`src/design/ahbi_pkg.sv`:
```
// Constants shared by the converter host bus interface
package ahbi_pkg;
   // ==========================================================
   // Port map as seen by the host (I/O space)
   localparam logic [7:0] DATA_PORT   = 8'h00;
   localparam logic [7:0] STATUS_PORT = 8'h40;
   localparam logic [7:0] DONE_MASK   = 8'h01;
   // ==========================================================
   // Converter clock divider, 100 MHz down to converter rate
   localparam int          CLK_HZ       = 100000000;
   localparam int          CONV_HZ      = 500000;
   localparam logic [7:0]  CONV_DIV     = 8'(CLK_HZ / CONV_HZ / 2 - 1);
   // Least converter clocks from start to first status sample
   localparam logic [3:0]  DONE_WAIT    = 4'h8;
   // Strobe widths in system clocks
   localparam logic [7:0]  STROBE_LEN   = 8'(CLK_HZ / CONV_HZ);
   // ==========================================================
   // Sequencer states, Gray coded along the usual path
   typedef enum logic [3:0] {
      AHBI_IDLE   = 4'h0,
      AHBI_START1 = 4'h1,
      AHBI_START2 = 4'h3,
      AHBI_WAIT   = 4'h2,
      AHBI_POLL   = 4'h6,
      AHBI_READ   = 4'h7,
      AHBI_IRQ    = 4'h5
   } ahbi_state_t;
endpackage

```
`src/design/ahbi_host.sv`:
```
// Host controller that runs the converter through its pins
`timescale 1ns/1ps

module ahbi_host (
   input  wire logic       mclk_i,
   input  wire logic       rst_n_i,
   input  wire logic       go_i,
   input  wire logic [2:0] channel_i,
   input  wire logic       use_irq_i,
   input  wire logic       conv_done_i,
   input  wire logic [7:0] conv_data_i,
   output logic            conv_clk_o,
   output logic [2:0]      conv_channel_o,
   output logic            conv_latch_o,
   output logic            conv_start_o,
   output logic            conv_oe_o,
   output logic            irq_n_o,
   output logic [7:0]      result_o,
   output logic            result_valid_o,
   output logic            busy_o
);
   // ==========================================================
   // Converter clock divider
   logic [7:0] div_cnt, next_div_cnt;
   logic       conv_clk, next_conv_clk;
   logic       conv_tick;

   always_comb begin
      next_div_cnt  = div_cnt + 8'h01;
      next_conv_clk = conv_clk;
      conv_tick     = 1'b0;
      if (div_cnt == ahbi_pkg::CONV_DIV) begin
         next_div_cnt  = 8'h00;
         next_conv_clk = ~conv_clk;
         conv_tick     = ~conv_clk;
      end
   end

   always_ff @(posedge mclk_i or negedge rst_n_i) begin
      if (!rst_n_i) begin
         div_cnt  <= 8'h00;
         conv_clk <= 1'b0;
      end else begin
         div_cnt  <= next_div_cnt;
         conv_clk <= next_conv_clk;
      end
   end

   // ==========================================================
   // Status port view of the done line
   // fixed ports, no overlap
   function automatic logic [7:0] status_word(input logic done);
      status_word = {7'h00, ~done} & ahbi_pkg::DONE_MASK;
   endfunction

   // Last cycle of a timed strobe, shared by every strobe state
   function automatic logic last_beat(input logic [7:0] count);
      last_beat = (count == 8'h01);
   endfunction

   // ==========================================================
   // Sequencer
   ahbi_pkg::ahbi_state_t state, next_state;
   logic [7:0] len, next_len;
   logic [3:0] wait_cnt, next_wait_cnt;
   logic [2:0] chan, next_chan;
   logic       irq_mode, next_irq_mode;
   logic       irq_ff;
   logic [7:0] status;

   always_comb begin
      next_state    = state;
      next_len      = len;
      next_wait_cnt = wait_cnt;
      next_chan     = chan;
      next_irq_mode = irq_mode;
      case (state)
         ahbi_pkg::AHBI_IDLE: begin
            if (go_i) begin
               next_chan     = channel_i;
               next_irq_mode = use_irq_i;
               next_len      = ahbi_pkg::STROBE_LEN;
               next_state    = ahbi_pkg::AHBI_START1;
            end
         end

         ahbi_pkg::AHBI_START1: begin
            next_len = len - 8'h01;
            if (last_beat(len)) begin
               next_len   = ahbi_pkg::STROBE_LEN;
               next_state = ahbi_pkg::AHBI_START2;
            end
         end

         ahbi_pkg::AHBI_START2: begin
            next_len = len - 8'h01;
            if (last_beat(len)) begin
               next_wait_cnt = ahbi_pkg::DONE_WAIT;
               next_state    = ahbi_pkg::AHBI_WAIT;
            end
         end

         ahbi_pkg::AHBI_WAIT: begin
            if (conv_tick)
               next_wait_cnt = wait_cnt - 4'h1;
            if (wait_cnt == 4'h0)
               next_state = irq_mode ? ahbi_pkg::AHBI_IRQ
                                     : ahbi_pkg::AHBI_POLL;
         end

         ahbi_pkg::AHBI_POLL: begin
            if (status == 8'h00) begin
               next_len   = ahbi_pkg::STROBE_LEN;
               next_state = ahbi_pkg::AHBI_READ;
            end
         end

         ahbi_pkg::AHBI_IRQ: begin
            if (irq_ff) begin
               next_len   = ahbi_pkg::STROBE_LEN;
               next_state = ahbi_pkg::AHBI_READ;
            end
         end

         ahbi_pkg::AHBI_READ: begin
            next_len = len - 8'h01;
            if (last_beat(len))
               next_state = ahbi_pkg::AHBI_IDLE;
         end

         default: next_state = ahbi_pkg::AHBI_IDLE;
      endcase
   end

   always_ff @(posedge mclk_i or negedge rst_n_i) begin
      if (!rst_n_i) begin
         state    <= ahbi_pkg::AHBI_IDLE;
         len      <= 8'h00;
         wait_cnt <= 4'h0;
         chan     <= 3'h0;
         irq_mode <= 1'b0;
      end else begin
         state    <= next_state;
         len      <= next_len;
         wait_cnt <= next_wait_cnt;
         chan     <= next_chan;
         irq_mode <= next_irq_mode;
      end
   end

   // ==========================================================
   // Status read: done is looked at only while polling; outside
   // the poll it reads as not ready, so a stale done never counts
   logic [7:0] next_status;

   always_comb begin
      next_status = ahbi_pkg::DONE_MASK;
      if (state == ahbi_pkg::AHBI_POLL)
         next_status = status_word(conv_done_i);
   end

   always_ff @(posedge mclk_i or negedge rst_n_i) begin
      if (!rst_n_i)
         status <= ahbi_pkg::DONE_MASK;
      else
         status <= next_status;
   end

   // ==========================================================
   // Converter strobes. Latch and start share one source so the
   // channel is always captured by the pulse that starts the run
   logic latch, next_latch;
   logic start, next_start;
   logic oe, next_oe;

   always_comb begin
      next_latch = 1'b0;
      next_start = 1'b0;
      next_oe    = 1'b0;
      if (state == ahbi_pkg::AHBI_START1 ||
          state == ahbi_pkg::AHBI_START2) begin
         next_latch = 1'b1;
         next_start = 1'b1;
      end
      if (state == ahbi_pkg::AHBI_READ && !last_beat(len))
         next_oe = 1'b1;
   end

   always_ff @(posedge mclk_i or negedge rst_n_i) begin
      if (!rst_n_i) begin
         latch <= 1'b0;
         start <= 1'b0;
         oe    <= 1'b0;
      end else begin
         latch <= next_latch;
         start <= next_start;
         oe    <= next_oe;
      end
   end

   // ==========================================================
   // Interrupt flop: set on done in AHBI_IRQ, cleared by the
   // read. Set is written last so a completion is never lost
   logic next_irq_ff;
   logic irq_n, next_irq_n;

   always_comb begin
      next_irq_ff = irq_ff;
      if (state == ahbi_pkg::AHBI_READ && last_beat(len))
         next_irq_ff = 1'b0;
      if (irq_mode && state == ahbi_pkg::AHBI_IRQ && conv_done_i)
         next_irq_ff = 1'b1;
      next_irq_n = ~next_irq_ff;
   end

   always_ff @(posedge mclk_i or negedge rst_n_i) begin
      if (!rst_n_i) begin
         irq_ff <= 1'b0;
         irq_n  <= 1'b1;
      end else begin
         irq_ff <= next_irq_ff;
         irq_n  <= next_irq_n;
      end
   end

   // ==========================================================
   // Result register. The bus is taken on the last gate cycle,
   // when the converter has had longest to drive it
   logic [7:0] result, next_result;
   logic       rvalid, next_rvalid;

   always_comb begin
      next_result = result;
      next_rvalid = 1'b0;
      if (state == ahbi_pkg::AHBI_READ && last_beat(len)) begin
         next_result = conv_data_i;
         next_rvalid = 1'b1;
      end
   end

   always_ff @(posedge mclk_i or negedge rst_n_i) begin
      if (!rst_n_i) begin
         result <= 8'h00;
         rvalid <= 1'b0;
      end else begin
         result <= next_result;
         rvalid <= next_rvalid;
      end
   end

   // ==========================================================
   // Busy is registered from next_state so it lines up with state, one cycle ahead of the strobes
   logic busy, next_busy;

   always_comb begin
      next_busy = (next_state != ahbi_pkg::AHBI_IDLE);
   end

   always_ff @(posedge mclk_i or negedge rst_n_i) begin
      if (!rst_n_i)
         busy <= 1'b0;
      else
         busy <= next_busy;
   end

   // ==========================================================
   // Outputs, each straight from a flop
   assign conv_clk_o     = conv_clk;
   assign conv_channel_o = chan;
   assign conv_latch_o   = latch;
   assign conv_start_o   = start;
   assign conv_oe_o      = oe;
   assign irq_n_o        = irq_n;
   assign result_o       = result;
   assign result_valid_o = rvalid;
   assign busy_o         = busy;
endmodule // ahbi_host

```
`config.mk`:
```
export PLATFORM = sky130hd
export DESIGN_NAME = ahbi_host
export DESIGN_NICKNAME = d
export VERILOG_FILES = /design/src/design/ahbi_pkg.sv /design/src/design/ahbi_host.sv
export SDC_FILE = /design/constraint.sdc
export NUM_CORES = 1
export LEC_CHECK = 0
export BUFFER_PORTS_ARGS = -buffer_cell sky130_fd_sc_hd__clkbuf_2
export CAP_MARGIN = 20
export CORE_UTILIZATION = 50
export CTS_BUF_LIST = sky130_fd_sc_hd__clkbuf_16
export DETAILED_ROUTE_END_ITERATION = 8
export GPL_TIMING_DRIVEN = 0
export PLACE_DENSITY = 0.74
export REMOVE_ABC_BUFFERS = 1
export SLEW_MARGIN = 40
export SYNTH_ARGS = -nofsm -noshare
export SYNTH_HDL_FRONTEND = slang
export SYNTH_SLANG_ARGS = --single-unit
```
`constraint.sdc`:
```
create_clock -name mclk_i -period 1.55 [get_ports mclk_i]
set_input_delay 0.155 -clock mclk_i [delete_from_list [all_inputs] [get_ports mclk_i]]
set_output_delay 0.155 -clock mclk_i [all_outputs]
set_load 0.1 [all_outputs]
```
==> summary.md <==
The flow ran to the end, but the final reports show violations. The final reports fail on setup timing. Beginning of the worst hold path: conv_done_i. STA classifies the critical path endpoint as a flip-flop. The core region is 3799 sq um. In this run the critical register-to-register path is captured at len[7]. The internal reg-to-reg setup slack came out at -0.1 ns. In this run the static leakage power is 1.282 nW. Counting along the longest clock path gives a buffer depth of 2. The via count of the first global-routing pass is 1488.

The tools report the last weighted congestion value of the routability-driven placer as 0.8590. The logs give 0 for the global-route congestion overflow total and 262 for the number of fill cells. At the worst endpoint, the required time is 1.71 ns. The detail route stage leaves a number of antenna-violating nets equal to 0. The netlist uses 42 different library cells.

The count of max-cap constraint violations came out at 0. The clock-pin slew reported for the worst setup and hold paths after clock tree synthesis came out at 0.06 ns. The fraction of synthesis flops using an asynchronous set or reset pin was 100.0%; the final hold slack was 0.05571 ns. After synthesis, flip-flops and latches occupy 53.42% of the total area. Number of cells produced by synthesis: 183.

The worst setup path is launched from a flip-flop. The number of clock sinks seen by CTS is 44, and the number of standard cells in the layout, taps in and fillers out is 294. The power density over the cells was 1172 nW/um^2; the placed instance count was 260. The tools report the post-place setup slack as -0.2990 ns. The worst register-to-register path has a depth of 6. The final critical-path setup slack was -0.09964 ns.

In the routed design, unresolved DRC markers number 0. From left edge to right edge, the die measures 66.28 um. The first global-routing pass estimated 7031 um of wire. Kind of path behind the tightest hold check: in -> reg.

The worst pin sits at a relative slew slack of 62.08%. The tools report the total vias in the final route as 1602. Registers take 1111 sq um.

In this run the core area contains 22 standard-cell rows. Global routing used 22.12% of the available tracks across all layers. Buffers placed on the I/O ports in this run total 33.

The run gives 0 as the number of warning messages in the yosys log. In the post-synthesis netlist, the biggest area contributors are dfrtp_1 (51%), mux2_2 (6.5%), nand3_1 (3.1%), ha_1 (3.0%), dfstp_2 (2.5%). The total number of nets in the final design was 266; the average wire per standard cell was 14.73 um. At the pin with the least slew margin, the transition time is 0.5689 ns.

In this run, CTS created clock tree buffers numbering 5. The count of endpoints failing hold in the final timing report came out at 0. Yosys mapped a number of flops with a built-in enable equal to 0.

dfrtp_1 takes more of the synthesized area than any other cell. The average cell area after synthesis is 11.29 sq um, and the number of top-level design ports is 34. The initial standard-cell utilization of the core is 54.38%. The H-tree generated during clock tree synthesis spans 2 levels. The area growth from synthesis to layout is 33.80%.

The DRC violation total after the first TritonRoute iteration was 86; the pin count of the biggest net entering global routing was 45. The tools report the data arrival time at the worst-slack endpoint as 1.81 ns. In this run the cell area measured after placement is 2262 sq um. For this run, the detailed router's first-pass iteration total came to 4. For this run, the leading register cell type out of synthesis is dfrtp_1.

The die is 66.28 um tall. The final cycle utilization of the critical path is 106.4%. Setup violations remaining at the end of the flow were counted as 16. For the worst-skew pair, the clock arrives at the later sink with an insertion delay of 0.28 ns. The post-synthesis instance area is 2066 sq um. The worst path in the final design needs a cycle of 1.650 ns, including I/O delays and setup. The run gives 0 as the diode insertion count for antenna repair. The initial antenna violation count came out at 0. For hold timing, the worst endpoint is status[0]. TritonCTS built the clock tree. The wire-length estimate of the detail-placed layout is 2550 um. Of the cells placed in the final design, the portion with a size suffix greater than 1 is 46.34%.

The final number of max-transition violations is 0. Across the VDD grid, the largest voltage drop is 0.001421 V. Multi-input logic area: 1047 sq um. After detailed routing, the total wire length is 4331 um.

The critical path in this run is classified as reg -> reg. The die covers 4392 sq um. The final setup skew was 0.003817 ns; the post-route standard cell area excluding fillers was 2764 sq um. Setup repair after global routing could not meet its margin everywhere. The run gives 606.2 MHz as the upper clock frequency limit. In the routed layout, each cell is associated on average with a via count of 5.449. The worst hold path passes through 2 cells. The highest net fanout along the worst path is 4, and the area fraction of the dominant cell type after synthesis is 50.88%.

Beginning of the worst register-to-register path: len[4]. The root buffer cell chosen for the clock tree is clkbuf_16. Register bit count reported by yosys: 44.
==> synth_stat cells, types with 2 or more instances <==
cell type,count
a21oi_1,9
a32o_1,2
and2_1,2
and2_2,2
and2b_2,3
and3_1,5
buf_2,2
dfrtp_1,42
dfstp_2,2
ha_1,5
inv_1,11
mux2_2,12
nand2_1,10
nand3_1,13
nand3b_1,3
nand4b_1,2
nor2_1,10
nor2b_1,3
nor3_1,2
nor3b_1,3
o211ai_1,2
o21ai_0,10
xnor2_1,6
xor2_1,4
==> layout by cell type, fill, tap and decap left out, drive strengths merged, types with 4 or more instances in the layout <==
| master | n |
|---|---|
| and2 | 4 |
| mux2 | 12 |
| nand3 | 13 |
| inv | 11 |
| ha | 5 |
| nor2 | 10 |
| clkbuf | 38 |
| dfrtp | 42 |
| xnor2 | 6 |
| xor2 | 4 |
| o21ai | 11 |
| nand2 | 10 |
| a21oi | 9 |
| buf | 24 |
| and3 | 5 |
==> report_power, final <==
part	switching, W	internal, W	total (W)
clock network	0.000397	0.000584	0.000982
logic	0.000556	0.000319	0.000875
registers	0.000119	0.00126	0.00138
==> worst max-delay path by stage <==
| stage | slack (ns) | from | cells past startpoint | endpoint |
|---|---|---|---|---|
| floorplan | -0.08 | conv_start_o | 0 | conv_latch_o |
| global placement | -0.27 | len[0] | 6 | len[7] |
| detailed placement | -0.30 | div_cnt[0] | 6 | wait_cnt[2] |
| CTS | -0.07 | len[3] | 4 | result_o[4] |
| global route | -0.16 | len[4] | 6 | len[7] |
| finish | -0.1 | len[4] | 6 | len[7] |
==> metal layers <==
metal / GRT usage (%) / wire length [um]
met3: 5.172 / 176
met1: 29.85 / 1896
met4: 9.840 / 84
met5: 0 / 0
met2: 33.80 / 2174
==> flip-flops by register name, indices dropped and copies added (netlist names) <==
| register | cells |
|---|---|
| conv_oe_o | 1 |
| irq_ff | 1 |
| status | 1 |
| irq_n_o | 1 |
| irq_mode | 1 |
| result_o | 8 |
| state | 4 |
| wait_cnt | 4 |
| div_cnt | 8 |
| len | 8 |
| busy_o | 1 |
| conv_channel_o | 3 |
| conv_clk_o | 1 |
| result_valid_o | 1 |
| conv_start_o | 1 |
==> metrics by stage <==
| stage | power (W) | utilization (%) | TNS (ns) |
|---|---|---|---|
| finish | 0.003239 | 72.76 | -1.007 |
| floorplan | 0.001900 | - | -0.3982 |
| CTS | 0.003164 | 69.66 | -0.5795 |
| detailed placement | 0.002056 | 59.55 | -4.059 |
| global placement | 0.002039 | 59.49 | -3.672 |
| global route | 0.003386 | 72.76 | -2.405 |
==> cell families (layout without fill, tap and decap cells) <==
kind of cell / count (synthesis) / count (layout) / synth area share [%]
flops: 44 / 44 / 53.42
simple gates: 65 / 66 / 19.38
mux: 12 / 12 / 6.542
fa+ha+maj: 5 / 5 / 3.028
xor+xnor: 10 / 10 / 4.240
other cells: 1 / 1 / 0.1815
compound gates: 31 / 31 / 9.691
buf+inv: 15 / 77 / 3.513
==> cell type report <==
| cell class | instances | area share (%) |
|---|---|---|
| Sequential cell | 44 | 40.20 |
| Multi-Input combinational cell | 125 | 37.89 |
| Timing Repair Buffer | 58 | 13.22 |
| Clock buffer | 5 | 4.527 |
| Tap cell | 48 | 2.173 |
| Inverter | 11 | 1.494 |
| Clock inverter | 3 | 0.4980 |
==> critical path: stages, from the launching register on <==
cell     delay (ns)
dfrtp_1        0.40
nor4_4         0.37
and2b_2        0.28
buf_6          0.12
and2_4         0.13
and3_4         0.18
a21oi_2        0.04
==> timing repair <==
action | in CTS | in global routing
endpoints found under the setup margin | 26 | 30
buffers inserted | 19 | 5
hold buffers | 1 | 0
endpoints found under the hold margin | 42 | 0
resized for setup | 20 | 25
gates cloned | 1 | 0
pin swaps | 8 | 9
(Power assumes the default switching activity.)
